--- src/common/gcsp_defines.svh ---
// Constants for the gain-control serial/parallel front end
`ifndef GCSP_DEFINES_SVH
`define GCSP_DEFINES_SVH
`define GCSP_GAIN_W       6
`define GCSP_FRAME_BITS   5'h10
`define GCSP_CMD_BITS     5'h08
`define GCSP_DIR_BIT      7
`define GCSP_CHSEL_BIT    0
`define GCSP_EN_BIT       7
`define GCSP_GAIN_MSB     6
`define GCSP_GAIN_LSB     1
`define GCSP_ADDR_RESET   1'b0
`define GCSP_GAIN_RESET   6'h00
`define GCSP_SEN_RESET    1'b1
`endif

--- src/common/unused_placeholder_none.sv ---
// Empty: no further content
`default_nettype none
`default_nettype wire

--- src/common/gcsp_pkg.sv ---
// Types for the gain-control serial/parallel front end
`default_nettype none
package gcsp_pkg;
    typedef enum logic [1:0]
    {
        GCSP_RESERVED = 2'h0,
        GCSP_PULSE    = 2'h1,
        GCSP_SERIAL   = 2'h2,
        GCSP_PARALLEL = 2'h3
    } gcsp_mode_t;

    typedef struct packed
    {
        logic       enable;
        logic [5:0] gain;
    } gcsp_chan_t;
endpackage : gcsp_pkg
`default_nettype wire

--- src/rtl/gcsp_gain_ctrl.sv ---
// Gain-control front end: mode decode, parallel latches, serial register port
//
// Contract
// - Decode mode pins: 11 parallel, 10 serial, 01 pulse, 00 reserved.
// - Serial functions active only when mode pins read high then low.
// - Parallel: 6-bit gain code applied immediately while hold is low.
// - Hold rising freezes gain; later code changes ignored until hold low.
// - Hold tied low gives transparent operation, gain follows pins.
// - Enable pin low disables channel; stored gain kept and restored.
// - Unconnected enable pin reads as high, channel enabled.
// - Serial mode: channel active only if pin and serial enable both set.
// - Serial mode ignores the parallel hold inputs.
// - Sample data on serial clock rise, change output on fall.
// - Each select assertion restarts access from the first bit.
// - Access needs at least 16 clocks, later clocks ignored; early select rise writes nothing.
// - Select rising captures address and, on write, updates register.
// - Serial output open drain, released whenever select is not asserted.
// - Addressed register shifted out on the eighth to fifteenth falling edges.
// - Register address defaults to zero after power-up.
// - Command byte: top bit read, six zero bits, low bit channel.
// - Data byte: enable, gains 16 to 0.5 dB, reserved zero bit.
// - Read access ignores data byte and changes no register.
`include "gcsp_defines.svh"
`default_nettype none
module gcsp_gain_ctrl
(
    input  wire logic                     clk,              // System clock
    input  wire logic                     resetn,           // Async reset, active low
    input  wire logic                     clk_en,           // Freezes all state while low
    input  wire logic                     mode_select_hi,   // Mode pin, first
    input  wire logic                     mode_select_lo,   // Mode pin, second
    input  wire logic [1:0]               chan_enable_pin,  // Enable pins, bit0 A, bit1 B (pulled up outside)
    input  wire logic [1:0]               chan_hold,        // Hold pins, bit0 A, bit1 B
    input  wire logic [5:0]               gain_code_a,      // Parallel gain code A
    input  wire logic [5:0]               gain_code_b,      // Parallel gain code B
    input  wire logic                     serial_clk,       // Serial clock pin
    input  wire logic                     select_n,         // Chip select pin, active low
    input  wire logic                     serial_in,        // Serial data in pin
    output var  logic                     serial_out_o,     // Serial out level (always 0)
    output var  logic                     serial_out_oe,    // Serial out pull-low enable
    output var  logic [1:0]               chan_active,      // Channel powered, bit0 A
    output var  logic [5:0]               chan_a_gain,      // Applied gain A
    output var  logic [5:0]               chan_b_gain,      // Applied gain B
    output var  gcsp_pkg::gcsp_mode_t     mode              // Decoded mode
);
    // ********************************************************
    // Input synchronisers
    // ********************************************************
    // Every pin crosses two flops before any logic reads it, so all
    // pin-derived behaviour lags the pins by two to three clk cycles
    localparam int SW = 21;
    // Select idles high; a low reset copy would fake a select fall
    localparam logic [SW-1:0] SYNC_IDLE = 21'h000002;
    logic [SW-1:0] sync1;
    logic [SW-1:0] sync2;
    logic [SW-1:0] next_sync1;
    logic [SW-1:0] next_sync2;

    always_comb
    begin
        next_sync1 = {mode_select_hi, mode_select_lo, chan_enable_pin, chan_hold,
                      gain_code_a, gain_code_b, serial_clk, select_n, serial_in};
        next_sync2 = sync1;
    end

    always_ff @(posedge clk or negedge resetn)
    begin
        if (!resetn)
        begin
            sync1 <= SYNC_IDLE;
            sync2 <= SYNC_IDLE;
        end
        else if (clk_en)
        begin
            sync1 <= next_sync1;
            sync2 <= next_sync2;
        end
    end

    logic       s_hi;
    logic       s_lo;
    logic [1:0] s_en;
    logic [1:0] s_hold;
    logic [5:0] s_code_a;
    logic [5:0] s_code_b;
    logic       s_sck;
    logic       s_sel_n;
    logic       s_sdi;
    assign {s_hi, s_lo, s_en, s_hold, s_code_a, s_code_b, s_sck, s_sel_n, s_sdi} = sync2;

    // ********************************************************
    // Mode decode and edge detection
    // ********************************************************
    gcsp_pkg::gcsp_mode_t cur_mode;
    logic                 sck_d;
    logic                 sel_n_d;
    logic                 next_sck_d;
    logic                 next_sel_n_d;
    logic                 sck_rise;
    logic                 sck_fall;
    logic                 sel_fall;
    logic                 sel_rise;
    logic                 serial_mode;

    // Edges of the serial clock and select are found on the synchronised
    // copies; the serial clock half period must span several clk cycles
    // or an edge is missed
    always_comb
    begin
        cur_mode     = gcsp_pkg::gcsp_mode_t'({s_hi, s_lo});
        serial_mode  = (cur_mode == gcsp_pkg::GCSP_SERIAL);
        next_sck_d   = s_sck;
        next_sel_n_d = s_sel_n;
        sck_rise     = s_sck && !sck_d;
        sck_fall     = !s_sck && sck_d;
        sel_fall     = !s_sel_n && sel_n_d;
        sel_rise     = s_sel_n && !sel_n_d;
    end

    always_ff @(posedge clk or negedge resetn)
    begin
        if (!resetn)
        begin
            sck_d   <= 1'b0;
            sel_n_d <= 1'b1;
        end
        else if (clk_en)
        begin
            sck_d   <= next_sck_d;
            sel_n_d <= next_sel_n_d;
        end
    end

    // ********************************************************
    // Serial shifter and channel registers
    // ********************************************************
    logic [15:0]         shift_in;
    logic [4:0]          bit_cnt;
    logic [7:0]          shift_out;
    logic                addr;
    logic                drive;
    gcsp_pkg::gcsp_chan_t regs [2];
    logic [15:0]         next_shift_in;
    logic [4:0]          next_bit_cnt;
    logic [7:0]          next_shift_out;
    logic                next_addr;
    logic                next_drive;
    gcsp_pkg::gcsp_chan_t next_regs [2];
    logic [5:0]          par_code [2];
    logic                cmd_addr;

    assign par_code[0] = s_code_a;
    assign par_code[1] = s_code_b;
    assign cmd_addr    = shift_in[8 + `GCSP_CHSEL_BIT];

    // Frame: 16 rises shift the command byte then the data byte, MSB first.
    // After the eighth rise the channel named by the command is loaded for
    // return; the falls that follow pull the line low for each zero bit.
    // The count saturates at 16 so extra clocks are ignored, and a select
    // rise with any other count leaves every register untouched.
    // Only the command's direction bit decides between write and read.

    always_comb
    begin
        next_shift_in  = shift_in;
        next_bit_cnt   = bit_cnt;
        next_shift_out = shift_out;
        next_addr      = addr;
        next_drive     = drive;
        next_regs      = regs;
        if (!serial_mode || s_sel_n)
        begin
            next_drive = 1'b0;
        end
        if (serial_mode)
        begin
            if (sel_fall)
            begin
                next_bit_cnt  = 5'h00;
                next_shift_in = 16'h0000;
            end
            else if (!s_sel_n && sck_rise && bit_cnt != `GCSP_FRAME_BITS)
            begin
                next_shift_in = {shift_in[14:0], s_sdi};
                next_bit_cnt  = bit_cnt + 5'h01;
                if (bit_cnt + 5'h01 == `GCSP_CMD_BITS)
                begin
                    // The eighth bit is the channel bit, still on the data pin
                    next_shift_out = {regs[s_sdi].enable, regs[s_sdi].gain, 1'b0};
                end
            end
            else if (!s_sel_n && sck_fall && bit_cnt >= `GCSP_CMD_BITS
                     && bit_cnt < `GCSP_FRAME_BITS)
            begin
                next_drive     = !shift_out[7];
                next_shift_out = {shift_out[6:0], 1'b0};
            end
            if (sel_rise && bit_cnt == `GCSP_FRAME_BITS)
            begin
                next_addr = cmd_addr;
                if (!shift_in[8 + `GCSP_DIR_BIT])
                begin
                    next_regs[cmd_addr].enable = shift_in[`GCSP_EN_BIT];
                    next_regs[cmd_addr].gain   = shift_in[`GCSP_GAIN_MSB:`GCSP_GAIN_LSB];
                end
            end
        end
        // Parallel latches: transparent while hold low, frozen while high.
        // The enable bits are forced on so only the pins gate the channels;
        // in the reserved and pulse modes nothing here touches the gains.
        if (cur_mode == gcsp_pkg::GCSP_PARALLEL)
        begin
            for (int i = 0; i < 2; i++)
            begin
                if (!s_hold[i])
                begin
                    next_regs[i].gain = par_code[i];
                end
                next_regs[i].enable = 1'b1;
            end
        end
    end

    always_ff @(posedge clk or negedge resetn)
    begin
        if (!resetn)
        begin
            shift_in  <= 16'h0000;
            bit_cnt   <= 5'h00;
            shift_out <= 8'h00;
            addr      <= `GCSP_ADDR_RESET;
            drive     <= 1'b0;
            for (int i = 0; i < 2; i++)
            begin
                regs[i].enable <= `GCSP_SEN_RESET;
                regs[i].gain   <= `GCSP_GAIN_RESET;
            end
        end
        else if (clk_en)                                          // reserved/pulse: regs untouched
        begin
            shift_in  <= next_shift_in;
            bit_cnt   <= next_bit_cnt;
            shift_out <= next_shift_out;
            addr      <= next_addr;
            drive     <= next_drive;
            regs      <= next_regs;
        end
    end

    // ********************************************************
    // Registered outputs
    // ********************************************************
    // Outputs follow the next state so a change shows one cycle sooner.
    // A disabled channel keeps its gain: only the active bit drops.
    logic [1:0]           next_active;
    logic [5:0]           next_gain_a;
    logic [5:0]           next_gain_b;
    logic                 next_oe;
    gcsp_pkg::gcsp_mode_t next_mode;

    for (genvar g = 0; g < 2; g++)
    begin : g_active
        assign next_active[g] = s_en[g] && (serial_mode ? next_regs[g].enable : 1'b1);
    end

    always_comb
    begin
        next_oe     = next_drive;
        next_gain_a = next_regs[0].gain;
        next_gain_b = next_regs[1].gain;
        next_mode   = cur_mode;
    end

    always_ff @(posedge clk or negedge resetn)
    begin
        if (!resetn)
        begin
            serial_out_o  <= 1'b0;
            serial_out_oe <= 1'b0;
            chan_active   <= 2'h0;
            chan_a_gain   <= `GCSP_GAIN_RESET;
            chan_b_gain   <= `GCSP_GAIN_RESET;
            mode          <= gcsp_pkg::GCSP_RESERVED;
        end
        else if (clk_en)
        begin
            serial_out_o  <= 1'b0;
            serial_out_oe <= next_oe;
            chan_active   <= next_active;
            chan_a_gain   <= next_gain_a;
            chan_b_gain   <= next_gain_b;
            mode          <= next_mode;
        end
    end
endmodule : gcsp_gain_ctrl
`default_nettype wire

--- config.mk ---
export PLATFORM = sky130hd
export DESIGN_NAME = gcsp_gain_ctrl
export DESIGN_NICKNAME = d
export VERILOG_FILES = /design/src/common/unused_placeholder_none.sv /design/src/common/gcsp_pkg.sv /design/src/rtl/gcsp_gain_ctrl.sv
export VERILOG_INCLUDE_DIRS = /design/src /design/src/common
export SDC_FILE = /design/constraint.sdc
export NUM_CORES = 1
export LEC_CHECK = 0
export BUFFER_PORTS_ARGS = -buffer_cell sky130_fd_sc_hd__buf_2
export CAP_MARGIN = 20
export CORE_ASPECT_RATIO = 2
export CORE_MARGIN = 2
export CORE_UTILIZATION = 35
export DETAILED_ROUTE_END_ITERATION = 8
export SLEW_MARGIN = 20
export SYNTH_ARGS = -nofsm -noshare
export SYNTH_HDL_FRONTEND = slang
export SYNTH_SLANG_ARGS = --single-unit
--- constraint.sdc ---
create_clock -name clk -period 2.4 [get_ports clk]
set_clock_uncertainty 0.1 [all_clocks]
set_input_delay 0.48 -clock clk [delete_from_list [all_inputs] [get_ports clk]]
set_output_delay 0.48 -clock clk [all_outputs]
set_load 0.03 [all_outputs]
==> summary.md <==
| Metric | Value |
|---|---|
| Status | `finished with violations` |
| Failing checks | `hold timing` |
| Period utilization | `a little under 90%` |
| Starting Density | `36.1%` |
| Vias/cell | `~5` |
| Total GRT Usage | `between 10% and 20%` |
| Port Buf Inserts | `40` |
| Synth unique cells | `43` |
| Mux contribution to synthesized area | `around a fifth` |
| Detail Route Antenna Nets | `0` |
| Synth Instances | `about 310` |
| CP max FO | `12` |
| Layout cells sized above 1 | `roughly 40%` |
| Mean post-synth cell area | `13.1 um^2` |
| CTS Buf Count | `9` |
| Req. time, crit path | `2500 ps` |
| Lkg Pwr | `2.05 nW` |
| Clock Tree Buf Depth | `2` |
| Worst Hold Class | `in -> async` |
| Layout Utilization | `40.9%` |
| Compound-Gate Fraction of Synth Area | `between 10% and 20%` |
| DRT Pass-1 Iters | `4` |
| Area Overhead vs Synth | `13.3%` |
| Die Span X | `~81 um` |
| Layout Nets | `365` |
| CTS tree | `done` |
| Largest family of logic cells by synthesized area | `multiplexers` |
| Critical path class | `reg -> reg` |
| Worst VDD drop | `approximately 0.37 mV` |
| Number of global-route vias before repair | `about 2700` |
| Gpl congestion | `about 0.74` |
| CP endpoint kind | `flop` |
| Worst setup SP type | `flop` |
| Final setup TNS | `0 ps` |
| Area occupied by registers | `approximately 2300 um^2` |
| Multi-input logic area | `between 1500 and 2000 um^2` |
| Cell Chain, Critical Path | `or3b_4 > nor4_4 > o21ai_2 > nand2_1 > o21ai_2` |
| Max-cap viol count | `0` |
| Fillers | `approximately 1100` |
| Critical path arrival | `2190 ps` |
| Clk sinks | `91` |
| #FFs+latches synth | `slightly above 90` |
| Final Max Tran Viols | `0` |
| Drt drc | `0` |
| CP delay by family, top | `simple AND/OR/NAND/NOR gates` |
| Synth Flop Type | `dfrtp_1` |
| First-pass GRT wire length | `around 13000 um` |
| Post-Syn Area | `4100 um^2` |
| Relative slew slack | `57.4%` |
| Gr ovfl total | `0` |
| Critical path's largest stage delay | `about 620 ps` |
| HPWL after detailed placement | `5590 um` |
| Vias | `between 2000 and 2500` |
| WL per Instance | `15.7 um` |
| Core ar. | `roughly 11000 um^2` |
| Hold Vio Cnt, Final | `7` |
| Clock transition at path regs | `60 ps` |
| XOR/XNOR share of the synthesized area | `less than 1%` |
| Row count | `55` |
| CTS root buffer | `clkbuf_16` |
| DRT iter0 DRCs | `135` |
| Routed Wire Length | `around 7600 um` |
| Antenna diode count | `0` |
| Pwr Density | `~850 nW/um^2` |
| Synth Area in Adders | `less than 1%` |
| Die Y | `roughly 160 um` |
| RSZ-0062 raised after global routing | `false` |
| Simple-gate share of the synthesized area | `~7.8%` |
| I/O Pins | `42` |
| Final setup fails | `0` |
| Worst Tran Pin Value | `between 600 and 700 ps` |
| Post-Syn Nets | `approximately 340` |
| EDFF count, synth | `0` |
| Most used cell, CP | `o21ai_2` |
| H-Tree Depth | `3` |
| Post-CTS sizing | `0` |
| Clock period minus worst slack | `~2100 ps` |
| WP buf/inv | `0` |
| Post-CTS Hold Buffers | `0` |
| Worst hold margin | `-8.11 ps` |
| Clk_lat worst skew | `between 300 and 400 ps` |
| Most common cell after layout, fill and taps aside | `dfrtp_1` |
| Most frequent cells in the layout | `86 x dfrtp_1, 51 x mux2_2, 39 x buf_2` |
| Die Footprint | `around 13000 um^2` |
| CP max-delay cell | `dfstp_2` |
| Post-synthesis sequential area ratio | `between 50% and 60%` |
| Yosys Warn Count | `0` |
| Largest net degree at the start of global routing | `54` |
| Initial antenna violation count | `0` |
| Ys async rst share | `100%` |
| Number of setup buffers added after CTS | `0` |
| Max Fclk | `~480 MHz` |
==> final timing paths <==
kind                                start             end  slack, ps  depth (start not counted)
min reg2reg                 next_sync2[2]   next_sync2[2]        400                          1
max in group asynchronous          resetn         sel_n_d       1520                          2
max                              sync2[1]  chan_a_gain[3]        310                          5
max reg2reg                      sync2[1]  chan_a_gain[3]        310                          5
min in group clk           gain_code_a[2]  next_sync2[11]        270                          2
min                                resetn         mode[1]         -8                          1
==> cell type report <==
class | instances | area share, %
clock buffer | 11 | 5.23
clock inverter | 5 | 1.67
timing repair buffer | 44 | 5.28
tap | 142 | 3.83
multi-input combinational | 187 | 34.3
sequential | 91 | 49.2
inverter | 6 | 0.485
==> metal layers <==
layer / vias up / global-route usage, % / wire length (um)
met3: 11 / 2.64 / 192
met2: 35 / 24.4 / 4360
met4: 0 / 6.94 / 175
met5: - / 0 / 0
li1: 1151 / - / -
met1: 1207 / 14.9 / 2920
==> worst register-to-register path, cell delays in order (launching register included) <==
cell and delay, ps:
dfstp_2 620, or3b_4 440, nor4_4 290, o21ai_2 260, nand2_1 180, o21ai_2 60
==> power by group <==
group	switching, mW	leakage [nW]	total, mW	internal [mW]
Clock	0.564	0.156	1.50	0.937
Sequential	0.146	1.15	1.87	1.72
Combinational	0.333	0.741	0.580	0.247
Total	1.04	2.05	3.95	2.90
==> synth_stat cells, types with 5 or more instances <==
master / count / area [um^2]
mux2_2: 51 / 574
nand2_1: 27 / 101
o21ai_1: 6 / 30.0
buf_4: 14 / 105
buf_1: 6 / 22.5
inv_1: 6 / 22.5
dfrtp_1: 86 / 2150
mux2i_1: 24 / 240
dfstp_2: 5 / 131
a22o_1: 16 / 140
o21ai_2: 11 / 96.3
o21ai_0: 13 / 65.1
==> cell families after synthesis <==
| logic type | after synthesis |
|---|---|
| flops | 91 |
| mux | 75 |
| compound gates | 58 |
| simple gates | 50 |
| buf+inv | 35 |
| fa+ha+maj | 2 |
| other cells | 1 |
| xor+xnor | 1 |
==> flip-flops by register name (all words and copies together), names as in the netlist <==
register       cells
serial_out_oe      1
chan_a_gain        6
chan_b_gain        6
mode               2
regs               2
sel_n_d            1
sync2             21
shift_in          16
chan_active        2
sck_d              1
shift_out          7
next_sync2        21
bit_cnt            5
==> per-stage QoR <==
step / power (mW) / setup slack, ps / instances / area (um^2)
global route: 4.13 / 165 / 486 / 4640
global placement: 2.46 / 379 / 470 / 4320
detailed placement: 2.49 / 295 / 470 / 4320
CTS: 4.00 / 291 / 486 / 4640
floorplan: 2.34 / 532 / 313 / 4100
finish: 3.95 / 313 / 486 / 4640
Power figures use the tool's default switching activity.
